--- src/hw/sbdf_consts.vh ---
// constants for the bulk-dump framer: bytes, field positions, lengths
`ifndef SBDF_CONSTS_VH
`define SBDF_CONSTS_VH
`define SBDF_SOX 8'hf0
`define SBDF_EOX 8'hf7
`define SBDF_RT_MIN 8'hf8
`define SBDF_FMT 8'h7e
`define SBDF_SUB_REQ 4'h2
`define SBDF_SUB_DUMP 4'h0
`define SBDF_TYPE_CHLIB 8'h48
`define SBDF_TYPE_AMIX 8'h41
`define SBDF_CNT_HI 8'h10
`define SBDF_CNT_LO 8'h1e
`define SBDF_BODY_LAST 12'd2067
`define SBDF_FIELD_LEN 12'd4
`define SBDF_POS_SUB 12'd2
`define SBDF_POS_FMT 12'd3
`define SBDF_POS_CNTH 12'd4
`define SBDF_POS_CNTL 12'd5
`define SBDF_POS_SIG 12'd6
`define SBDF_POS_TYPE 12'd14
`define SBDF_POS_SEL 12'd15
`define SBDF_POS_BLKH 12'd16
`define SBDF_POS_BLKL 12'd17
`define SBDF_POS_SZH 12'd18
`define SBDF_POS_SZL 12'd19
`define SBDF_POS_PL 12'd20
`define SBDF_POS_PLEND 12'd2083
`define SBDF_POS_SUM 12'd2084
`define SBDF_POS_EOX 12'd2085
`endif

--- src/hw/sbdf_framer.v ---
// bulk-dump framer: parses requests and dumps, transmits automix dumps
`include "sbdf_consts.vh"

// Contract
// - Every bulk message opens with byte f0 and closes with byte f7.
// - A library request is f0 id 2n 7e sig 48 then library 0-63, f7.
// - An automix request has type 41 then automix 0-15 and f7.
// - A dump has sub 0n, format 7e, count 2078, title and 1024 words.
// - A dump carries a 7-bit block count pair, high first, 0 to size.
// - A dump carries size minus one as a 7-bit pair, then a checksum.
module sbdf_framer #(
  parameter [7:0] MFR_ID = 8'h7d,            // arbitrary value
  parameter [63:0] SIG_WORD = 64'h5344554d50202031 // arbitrary value
) (
  input wire clk_sys,
  input wire resetn,
  input wire [3:0] cfg_channel,
  input wire [7:0] rx_byte,
  input wire rx_valid,
  output reg req_chlib_pulse,
  output reg req_automix_pulse,
  output reg [6:0] req_item_selector,
  output reg rx_pl_valid,
  output reg [6:0] rx_pl_byte,
  output reg [11:0] rx_pl_index,
  output reg dump_ok_pulse,
  output reg dump_bad_pulse,
  output reg [3:0] dump_automix_num,
  output reg [13:0] dump_block_cnt,
  output reg [13:0] dump_size_m1,
  input wire tx_start,
  input wire [3:0] tx_automix_num,
  input wire [13:0] tx_block_cnt,
  input wire [14:0] tx_total_size,
  output wire tx_busy,
  output reg [7:0] tx_byte,
  output reg tx_valid,
  input wire tx_ready,
  input wire [6:0] pl_byte,
  input wire pl_valid,
  output wire pl_ready
);
  localparam [3:0] R_IDLE = 4'd0;
  localparam [3:0] R_ID = 4'd1;
  localparam [3:0] R_SUB = 4'd2;
  localparam [3:0] R_FMT = 4'd3;
  localparam [3:0] R_CNT = 4'd4;
  localparam [3:0] R_SIG = 4'd5;
  localparam [3:0] R_TYPE = 4'd6;
  localparam [3:0] R_SEL = 4'd7;
  localparam [3:0] R_BODY = 4'd8;
  localparam [3:0] R_SUM = 4'd9;
  localparam [3:0] R_EOX = 4'd10;

  reg [3:0] rx_st_reg;
  reg [11:0] rx_cnt_reg;
  reg rx_dump_reg;
  reg rx_chlib_reg;
  reg [6:0] rx_sum_reg;
  reg rx_sum_ok_reg;
  reg [6:0] rx_sel_reg;
  reg [6:0] rx_hi_reg;

  wire [2:0] rx_sig_sel = 3'd7 - rx_cnt_reg[2:0];
  wire [7:0] rx_sig_byte = SIG_WORD[{rx_sig_sel, 3'b000} +: 8];
  wire [6:0] rx_sum_next = rx_sum_reg + rx_byte[6:0];
  wire [11:0] rx_pl_pos = rx_cnt_reg - `SBDF_FIELD_LEN;

  always @(posedge clk_sys or negedge resetn) begin
    if (!resetn) begin
      rx_st_reg <= R_IDLE;
      rx_cnt_reg <= 12'h000;
      rx_dump_reg <= 1'b0;
      rx_chlib_reg <= 1'b0;
      rx_sum_reg <= 7'h00;
      rx_sum_ok_reg <= 1'b0;
      rx_sel_reg <= 7'h00;
      rx_hi_reg <= 7'h00;
      req_chlib_pulse <= 1'b0;
      req_automix_pulse <= 1'b0;
      req_item_selector <= 7'h00;
      rx_pl_valid <= 1'b0;
      rx_pl_byte <= 7'h00;
      rx_pl_index <= 12'h000;
      dump_ok_pulse <= 1'b0;
      dump_bad_pulse <= 1'b0;
      dump_automix_num <= 4'h0;
      dump_block_cnt <= 14'h0000;
      dump_size_m1 <= 14'h0000;
    end else begin
      req_chlib_pulse <= 1'b0;
      req_automix_pulse <= 1'b0;
      rx_pl_valid <= 1'b0;
      dump_ok_pulse <= 1'b0;
      dump_bad_pulse <= 1'b0;
      // real-time bytes may interleave anywhere and are transparent
      if (rx_valid && rx_byte < `SBDF_RT_MIN) begin
        if (rx_byte == `SBDF_SOX) begin
          rx_st_reg <= R_ID;
        end else if (rx_st_reg == R_IDLE) begin
          rx_st_reg <= R_IDLE;
        end else if (rx_byte[7] && !(rx_st_reg == R_EOX &&
                                     rx_byte == `SBDF_EOX)) begin
          rx_st_reg <= R_IDLE; // truncated message is dropped
        end else begin
          case (rx_st_reg)
            R_ID: begin
              rx_st_reg <= (rx_byte == MFR_ID) ? R_SUB : R_IDLE;
            end
            R_SUB: begin
              if (rx_byte[3:0] != cfg_channel) begin
                rx_st_reg <= R_IDLE;
              end else if (rx_byte[7:4] == `SBDF_SUB_REQ) begin
                rx_dump_reg <= 1'b0;
                rx_st_reg <= R_FMT;
              end else if (rx_byte[7:4] == `SBDF_SUB_DUMP) begin
                rx_dump_reg <= 1'b1;
                rx_st_reg <= R_FMT;
              end else begin
                rx_st_reg <= R_IDLE;
              end
            end
            R_FMT: begin
              rx_cnt_reg <= 12'h000;
              rx_sum_reg <= 7'h00;
              if (rx_byte != `SBDF_FMT)
                rx_st_reg <= R_IDLE;
              else
                rx_st_reg <= rx_dump_reg ? R_CNT : R_SIG;
            end
            R_CNT: begin
              // fixed byte count of 2078
              if (rx_cnt_reg == 12'h000) begin
                rx_cnt_reg <= 12'h001;
                if (rx_byte != `SBDF_CNT_HI)
                  rx_st_reg <= R_IDLE;
              end else begin
                rx_cnt_reg <= 12'h000;
                rx_st_reg <= (rx_byte == `SBDF_CNT_LO) ? R_SIG : R_IDLE;
              end
            end
            R_SIG: begin
              rx_sum_reg <= rx_sum_next;
              rx_cnt_reg <= rx_cnt_reg + 12'h001;
              if (rx_byte != rx_sig_byte)
                rx_st_reg <= R_IDLE;
              else if (rx_cnt_reg[2:0] == 3'd7)
                rx_st_reg <= R_TYPE;
            end
            R_TYPE: begin
              rx_sum_reg <= rx_sum_next;
              rx_chlib_reg <= (rx_byte == `SBDF_TYPE_CHLIB);
              if (rx_byte == `SBDF_TYPE_AMIX)
                rx_st_reg <= R_SEL;
              else if (rx_byte == `SBDF_TYPE_CHLIB && !rx_dump_reg)
                rx_st_reg <= R_SEL;
              else
                rx_st_reg <= R_IDLE;
            end
            R_SEL: begin
              rx_sum_reg <= rx_sum_next;
              rx_sel_reg <= rx_byte[6:0];
              rx_cnt_reg <= 12'h000;
              // library 0-63, automix 0-15
              if (rx_chlib_reg ? rx_byte[6] : (rx_byte[6:4] != 3'h0))
                rx_st_reg <= R_IDLE;
              else
                rx_st_reg <= rx_dump_reg ? R_BODY : R_EOX;
            end
            R_BODY: begin
              rx_sum_reg <= rx_sum_next;
              rx_cnt_reg <= rx_cnt_reg + 12'h001;
              case (rx_cnt_reg)
                12'd0: rx_hi_reg <= rx_byte[6:0];
                12'd1: dump_block_cnt <= {rx_hi_reg,rx_byte[6:0]};
                12'd2: rx_hi_reg <= rx_byte[6:0];
                12'd3: dump_size_m1 <= {rx_hi_reg, rx_byte[6:0]};
                default: begin
                  // consumer must hold data until dump_ok, since bad
                  // checksums are only known at the end
                  rx_pl_valid <= 1'b1;
                  rx_pl_byte <= rx_byte[6:0];
                  rx_pl_index <= rx_pl_pos;
                end
              endcase
              if (rx_cnt_reg == `SBDF_BODY_LAST)
                rx_st_reg <= R_SUM;
            end
            R_SUM: begin
              rx_sum_ok_reg <= (rx_sum_next == 7'h00);
              rx_st_reg <= R_EOX;
            end
            R_EOX: begin
              rx_st_reg <= R_IDLE;
              if (rx_byte == `SBDF_EOX) begin
                if (rx_dump_reg) begin
                  dump_ok_pulse <= rx_sum_ok_reg;
                  dump_bad_pulse <= !rx_sum_ok_reg;
                  dump_automix_num <= rx_sel_reg[3:0];
                end else begin
                  req_chlib_pulse <= rx_chlib_reg;
                  req_automix_pulse <= !rx_chlib_reg;
                  req_item_selector <= rx_sel_reg;
                end
              end
            end
            default: rx_st_reg <= R_IDLE;
          endcase
        end
      end
    end
  end

  // transmit side: one automix dump per start, payload pulled from user
  reg tx_active_reg;
  reg [11:0] tx_pos_reg;
  reg [6:0] tx_sum_reg;
  reg [3:0] tx_num_reg;
  reg [13:0] tx_blk_reg;
  reg [13:0] tx_szm1_reg;
  reg [7:0] tx_mux;

  wire tx_in_pl = tx_pos_reg >= `SBDF_POS_PL && tx_pos_reg <= `SBDF_POS_PLEND;
  wire tx_room = !tx_valid || tx_ready;
  wire tx_load = tx_active_reg && tx_room && (!tx_in_pl || pl_valid);
  wire tx_in_sum = tx_pos_reg >= `SBDF_POS_SIG &&
                   tx_pos_reg <= `SBDF_POS_PLEND;
  wire [6:0] tx_chk = 7'h00 - tx_sum_reg;
  wire [11:0] tx_sig_idx = tx_pos_reg - `SBDF_POS_SIG;
  wire [2:0] tx_sig_sel = 3'd7 - tx_sig_idx[2:0];

  assign pl_ready = tx_active_reg && tx_room && tx_in_pl;
  assign tx_busy = tx_active_reg || tx_valid;

  always @* begin
    tx_mux = {1'b0, pl_byte};
    if (tx_pos_reg == 12'd0)
      tx_mux = `SBDF_SOX;
    else if (tx_pos_reg == 12'd1)
      tx_mux = MFR_ID;
    else if (tx_pos_reg == `SBDF_POS_SUB)
      tx_mux = {`SBDF_SUB_DUMP, cfg_channel};
    else if (tx_pos_reg == `SBDF_POS_FMT)
      tx_mux = `SBDF_FMT;
    else if (tx_pos_reg == `SBDF_POS_CNTH)
      tx_mux = `SBDF_CNT_HI;
    else if (tx_pos_reg == `SBDF_POS_CNTL)
      tx_mux = `SBDF_CNT_LO;
    else if (tx_pos_reg < `SBDF_POS_TYPE)
      tx_mux = SIG_WORD[{tx_sig_sel, 3'b000} +: 8];
    else if (tx_pos_reg == `SBDF_POS_TYPE)
      tx_mux = `SBDF_TYPE_AMIX;
    else if (tx_pos_reg == `SBDF_POS_SEL)
      tx_mux = {4'h0, tx_num_reg};
    else if (tx_pos_reg == `SBDF_POS_BLKH)
      tx_mux = {1'b0, tx_blk_reg[13:7]};
    else if (tx_pos_reg == `SBDF_POS_BLKL)
      tx_mux = {1'b0, tx_blk_reg[6:0]};
    else if (tx_pos_reg == `SBDF_POS_SZH)
      tx_mux = {1'b0, tx_szm1_reg[13:7]};
    else if (tx_pos_reg == `SBDF_POS_SZL)
      tx_mux = {1'b0, tx_szm1_reg[6:0]};
    else if (tx_pos_reg == `SBDF_POS_SUM)
      tx_mux = {1'b0, tx_chk};
    else if (tx_pos_reg == `SBDF_POS_EOX)
      tx_mux = `SBDF_EOX;
  end

  always @(posedge clk_sys or negedge resetn) begin
    if (!resetn) begin
      tx_active_reg <= 1'b0;
      tx_pos_reg <= 12'h000;
      tx_sum_reg <= 7'h00;
      tx_num_reg <= 4'h0;
      tx_blk_reg <= 14'h0000;
      tx_szm1_reg <= 14'h0000;
      tx_byte <= 8'h00;
      tx_valid <= 1'b0;
    end else begin
      if (tx_start && !tx_busy) begin
        tx_active_reg <= 1'b1;
        tx_pos_reg <= 12'h000;
        tx_sum_reg <= 7'h00;
        tx_num_reg <= tx_automix_num;
        tx_blk_reg <= tx_block_cnt;
        // size field carries size minus one
        tx_szm1_reg <= tx_total_size[13:0] - 14'h0001;
      end else if (tx_load) begin
        tx_byte <= tx_mux;
        tx_valid <= 1'b1;
        tx_pos_reg <= tx_pos_reg + 12'h001;
        if (tx_in_sum)
          tx_sum_reg <= tx_sum_reg + tx_mux[6:0];
        if (tx_pos_reg == `SBDF_POS_EOX)
          tx_active_reg <= 1'b0;
      end else if (tx_ready) begin
        tx_valid <= 1'b0;
      end
    end
  end
endmodule

--- config.mk ---
export PLATFORM = sky130hd
export DESIGN_NAME = sbdf_framer
export DESIGN_NICKNAME = d
export VERILOG_FILES = /design/src/hw/sbdf_framer.v
export VERILOG_INCLUDE_DIRS = /design/src /design/src/hw
export SDC_FILE = /design/constraint.sdc
export NUM_CORES = 1
export LEC_CHECK = 0
export BUFFER_PORTS_ARGS = -buffer_cell sky130_fd_sc_hd__buf_2
export CELL_PAD_IN_SITES_DETAIL_PLACEMENT = 0
export CELL_PAD_IN_SITES_GLOBAL_PLACEMENT = 2
export CORE_UTILIZATION = 36
export DETAILED_ROUTE_END_ITERATION = 16
export PLACE_DENSITY_LB_ADDON = 0.1
export SETUP_SLACK_MARGIN = 0.15
export SYNTH_ARGS = -nofsm -noshare
export SYNTH_HDL_FRONTEND = slang
export SYNTH_SLANG_ARGS = --single-unit
--- constraint.sdc ---
create_clock -name clk_sys -period 5.38 [get_ports clk_sys]
set_clock_uncertainty 0.2 [all_clocks]
set_input_delay 0.538 -clock clk_sys [delete_from_list [all_inputs] [get_ports clk_sys]]
set_output_delay 0.538 -clock clk_sys [all_outputs]
set_load 0.02 [all_outputs]
Word-level counts from Yosys, hierarchy flattened
Index checks and enable logic that the tools add are counted.
{ "classes": {"multipliers": 0, "shifts": 2, "n_bitwise": 7, "reduce_logical": 55, "add_sub_neg": 10, "eq_ne": 42, "n_mux": 85, "div": 0, "n_lt_le_gt_ge": 5} }
{ "op_table": {"columns": ["cell", "count"], "rows": [
  ["$shiftx 64x7->8 const A", 2],
  ["$mux 8", 15],
  ["$eq 12x2->1 const B", 4],
  ["$eq 12x5->1 const B", 4],
  ["$mux 1", 44],
  ["$eq 12x12->1 const B", 3],
  ["$mux 4", 9],
  ["$pmux 12 s3", 1],
  ["$pmux 4 s9", 1],
  ["$reduce_and 5->1", 5],
  ["$add 12x1->12 const B", 2],
  ["$eq 12x1->1 const B", 2],
  ["$eq 12x3->1 const B", 2],
  ["$eq 12x4->1 const B", 2],
  ["$eq 8x7->1 const B", 3],
  ["$logic_not 12->1", 2],
  ["$mux 12", 2],
  ["$reduce_and 6->1", 4],
  ["$mux 7", 3],
  ["$reduce_and 7->1", 3],
  ["$eq 4x3->1 const B", 4],
  ["$eq 8x8->1 const B", 2],
  ["$add 7x7->7", 2],
  ["$pmux 7 s2", 1],
  ["other kinds (35)", 84]
]} }
{ "totals": {"word_cells": 233, "out_inout_bits": 74, "memories": 0, "latch_bits": 0, "romBits": 0, "ram_bits": 0, "in_bits": 58, "ff_bits": 164} }

Longest topological paths before layout
{ "depth": {"word_depth": 20, "ltp_mapped": 19, "ltp_nobuf": 18} }

Worst setup path after synthesis
Ideal clock, no wire load.
{ "synth_timing": {"kind": "reg2reg", "start": "register tx_pos_reg[1]", "end": "register tx_sum_reg[6]", "setup_slack_ns": 1.270, "period_less_slack_ns": 4.110, "path_buffers": 1, "arrival_time_ns": 3.830, "t_required_ns": 5.101, "path_stages_with_launch": 20, "setup_ns": 0.079, "cell_sequence": "dfrtp_1 inv_1 ha_1 bufbuf_16 nor2_1 nor2_1 a221oi_1 o22ai_1 o31a_1 a21oi_1 ha_1 inv_1 fa_1 nor2b_1 o21ai_0 a21boi_0 o21ai_0 a2111oi_0 or3b_1 mux2i_1"} }
{ "synth_between": {"elab_chain_cells": 20, "word_cells_on_any_way": 48, "cone_classes": "add/sub: 3; order compare: 4; eq/ne: 13; shift: 1; mux: 18; reduce/logical: 9"} }
{ "synth_lines": {"columns": ["element", "line_no", "source"], "rows": [
  ["start, declared", "sbdf_framer.v:216", "reg [11:0] tx_pos_reg;"],
  ["start signal, assigned", "sbdf_framer.v:291", "tx_pos_reg <= tx_pos_reg + 12'h001;"],
  ["parallel branches: the longest is 15 deep, another holds $sub 3x3->3", null, null],
  ["$mux 8 (*)", "sbdf_framer.v:237", "if (tx_pos_reg == 12'd0)"],
  ["named net tx_mux[0]", "sbdf_framer.v:221", "reg [7:0] tx_mux;"],
  ["$add 7x7->7 (*)", "sbdf_framer.v:293", "tx_sum_reg <= tx_sum_reg + tx_mux[6:0];"],
  ["$mux 7 (*)", "sbdf_framer.v:292", "if (tx_in_sum)"],
  ["$mux 7 (*)", "sbdf_framer.v:288", "end else if (tx_load) begin"],
  ["$mux 7 (*)", "sbdf_framer.v:280", "if (tx_start && !tx_busy) begin"],
  ["end signal, assigned", "sbdf_framer.v:293", null],
  ["end, declared", "sbdf_framer.v:217", "reg [6:0] tx_sum_reg;"]
]} }
Mark *: on every way through the listed nets, which the timed path passes. The select of a mux whose other input is x is not followed.
A chain may end at the register's enable or synchronous reset.

Worst setup path in the final report
Same ends and word-level chain as after synthesis.

==> flow_metrics.env <==
export IMPL_synth_commonest_cells="dfrtp_1 (164), nand2_1 (132), nor2_1 (93)"
export IMPL_final_area_sq_um=10900
export IMPL_critical_path_required_ns=5.53
export IMPL_status="finished clean"
export IMPL_min_from="tx_block_cnt[8]"
export IMPL_rows=58
export IMPL_synth_top_area_share_pct=44.0
export IMPL_synth_area_sq_um=9320
export IMPL_finalNonFillerCells=1459
export IMPL_synth_cells=1002
export IMPL_first_iter_violations=476
export IMPL_cts_made_buffers=17
export IMPL_worst_path_largest_cell_delay_ns=0.50
export IMPL_start_kind="flip-flop"
export IMPL_ff2ff_path_depth=17
export IMPL_avgSynthCellArea_sq_um=9.30
export IMPL_yosys_cell_types_count=81
export IMPL_drt_pass1_iter_count=5
export IMPL_grt_util_met2_pct=29.4
export IMPL_area_growth_pct=16.8
export IMPL_wl_mm=27.2
export IMPL_met3_usage_pct=3.44
export IMPL_n_antenna_cell=0
export IMPL_powerDensity_nw_per_um2=451
export IMPL_io_pins=132
export IMPL_worst_pin_slew_ns=0.881
export IMPL_grt_max_degree=79
export IMPL_rsz0062_at_grt="false"
export IMPL_vias_per_cell=5.32
export IMPL_antenna_found_initial=1
export IMPL_multi_input_area_sq_um=4820
export IMPL_synth_edf_count=0
export IMPL_synth_largest_area_cell="dfrtp_1"
export IMPL_port_buffers=130
export IMPL_top_usage_layer="met1"
export IMPL_drive_gt1_share_pct=23.6
export IMPL_cts_path_max_buffers=2
export IMPL_slowest_stage="dfrtp_1"
export IMPL_placed_cells=1426
export IMPL_path_class="reg2reg"
export IMPL_regArea_sq_um=4100
export IMPL_globalplace_congestion=0.908
export IMPL_fp_dieArea_sq_um=26500
export IMPL_critical_path_startpoint="tx_pos_reg[1]$_DFFE_PN0P_"
export IMPL_post_drt_wl_per_cell_um=18.6
export IMPL_post_synth_top_count_cell="dfrtp_1"
export IMPL_min_period_ns=4.88
export IMPL_die_w_um=163
export IMPL_grt_pass1_wl_mm=43.6
export IMPL_drc=0
export IMPL_crit_path_end_kind="flip-flop"
export IMPL_maxCapViolCount=0
export IMPL_vias=7755
export IMPL_rrSetupSlack_ns=0.50
export IMPL_syn_num_nets=1090
export IMPL_overflow=0
export IMPL_detail_route_antenna_nets=0
export IMPL_grt_usage_pct=21.4
export IMPL_ys_async_sr_fraction_pct=100
export IMPL_nNetsFinal=1204
export IMPL_slew_violations=0
export IMPL_irDropWorstVdd_uv=231
export IMPL_clock_root_buffer="clkbuf_16"
export IMPL_reg2reg_to="tx_sum_reg[6]$_DFFE_PN0P_"
export IMPL_final_hold_violation_count=0
export IMPL_fin_crit_sh_pct=90.7
export IMPL_ys_warn_count=0
export IMPL_crit_end="tx_sum_reg[6]$_DFFE_PN0P_"
export IMPL_clk_latency_ns=0.43
export IMPL_setup_viol=0
export IMPL_synth_flop_cell="dfrtp_1"
export IMPL_cts_tree="built"
export IMPL_start_util_pct=36.8
export IMPL_postPlaceCellArea_sq_um=10300
export IMPL_fmax_mhz=205
export IMPL_grt_pass1_vias=7458
export IMPL_dp_hpwl_mm=19.9
export IMPL_ys_seq_area_share_pct=44.0
export IMPL_hold_class="in2reg"
export IMPL_gr_usage_met1_pct=33.7
export IMPL_yosys_register_bits=164
export IMPL_die_h_um=163
export IMPL_cts_htree_levels=4
export IMPL_worstPathMaxFanout=9
export IMPL_relSlewSlack_pct=40.9
export IMPL_leakagePower_nw=5.24
export IMPL_cts_reportedPaths_clkPinSlew_ns=0.08
export IMPL_cp_cell_sequence="inv_1 > ha_1 > or2_2 > nand4_1 > a222oi_1 > a2bb2oi_1 > o22ai_1 > a22oi_1 > inv_1 > fa_1 > nor2b_1 > o21ai_0 > a21boi_0 > o21ai_0 > a2111oi_0 > or3b_1 > mux2i_1"
export IMPL_rr_startpoint="tx_pos_reg[1]$_DFFE_PN0P_"
export IMPL_synth_area_top_cells="dfrtp_1 (44%), mux2_2 (7.6%), nand2_1 (5.3%), o21ai_0 (3.9%), ha_1 (3.8%)"
export IMPL_tns_ns=0
export IMPL_worstPathArrival_ns=5.03
export IMPL_fill_cells=2529
export IMPL_core_area_sq_um=25300
export IMPL_clkSinkCount=164
==> report_power, final <==
part	total, W	internal [W]	switching, W
Combinational	0.00199	0.000793	0.00120
Clock	0.00124	0.000632	0.000607
Sequential	0.00167	0.00144	0.000236
Total	0.00491	0.00286	0.00204
==> timing repair <==
item / CTS / global route
hold buffers: 1 / 0
setup buffers: 0 / 0
endpoints found under the setup margin: 0 / 1
endpoints found under the hold margin: 76 / 0
gates resized for setup: 0 / 1
==> stage by stage <==
step | total power (W) | worst slack (ns) | util [%] | hold slack [ns]
finish | 0.00491 | 0.499 | 43.0 | 0.109
global route | 0.00526 | 0.207 | 43.0 | 0.0940
CTS | 0.00494 | 0.537 | 43.0 | 0.0824
detailed placement | 0.00367 | 0.545 | 40.5 | 0.249
global placement | 0.00368 | 0.540 | 40.5 | 0.249
floorplan | 0.00305 | 1.27 | - | 0.0424
==> layout make-up <==
cell class                      instances  area share (%)
Multi-Input combinational cell        747            44.3
Timing Repair Buffer                  149            7.37
Inverter                               37            1.28
Clock buffer                           17            3.91
Tap cell                              330            3.79
Clock inverter                         15            1.67
Sequential cell                       164            37.7
==> critical path: cells and delay by family, from the launching register on <==
family	cells	cell delay, ns
AOI/OAI and AO/OA	8	2.09
adders and majority gates	2	0.85
muxes	1	0.17
buffers and inverters	2	0.32
DFF	1	0.50
and+or+nand+nor	4	0.69
==> cell families after synthesis <==
logic type / count (synthesis) / share of synthesized area (%)
simple gates: 380 / 19.9
compound gates: 226 / 15.4
flops: 164 / 44.0
buf+inv: 91 / 4.35
mux: 65 / 7.82
xor+xnor: 46 / 4.32
fa+ha+maj: 30 / 4.19
==> how the worst min path moves through the flow <==
stage	to	slack [ns]	cells past startpoint
floorplan	dump_automix_num[0]$_DFFE_PN0P_	0.04	0
global placement	dump_bad_pulse$_DFF_PN0_	0.25	1
detailed placement	dump_bad_pulse$_DFF_PN0_	0.25	1
CTS	tx_blk_reg[8]$_DFFE_PN0P_	0.08	3
global route	tx_blk_reg[8]$_DFFE_PN0P_	0.09	3
finish	tx_blk_reg[8]$_DFFE_PN0P_	0.11	3
==> layer usage <==
layer | wire length [um] | part of all wire, %
met1 | 14400 | 53
met2 | 11200 | 41
met3 | 1280 | 4.7
met4 | 362 | 1.3
met5 | 0 | 0
==> layout by cell type (no fill, tap or decap), types with 5 or more instances in the layout <==
master,synthesis,routed
dfrtp_1,164,164
nand2_1,132,132
buf_2,3,129
nor2_1,93,93
o21ai_0,73,72
mux2_2,63,63
a21oi_1,49,48
inv_1,36,36
xnor2_1,29,29
ha_1,28,28
nor3_1,26,26
nand3_1,20,20
buf_4,1,18
xor2_1,17,17
clkbuf_16,0,17
nand2b_1,14,14
and3_1,13,13
o31ai_1,13,13
a31oi_1,13,13
nand4_1,12,12
nor4_1,12,11
nor2b_1,10,10
a22o_1,7,7
o22ai_1,6,6
inv_8,0,6
or4_1,5,5
nand4b_1,5,5
o22a_1,5,5
a211oi_1,5,5
or3_1,5,5
o21bai_1,5,5
clkinv_8,0,5
No activity file was read; power rests on OpenSTA's default activity.
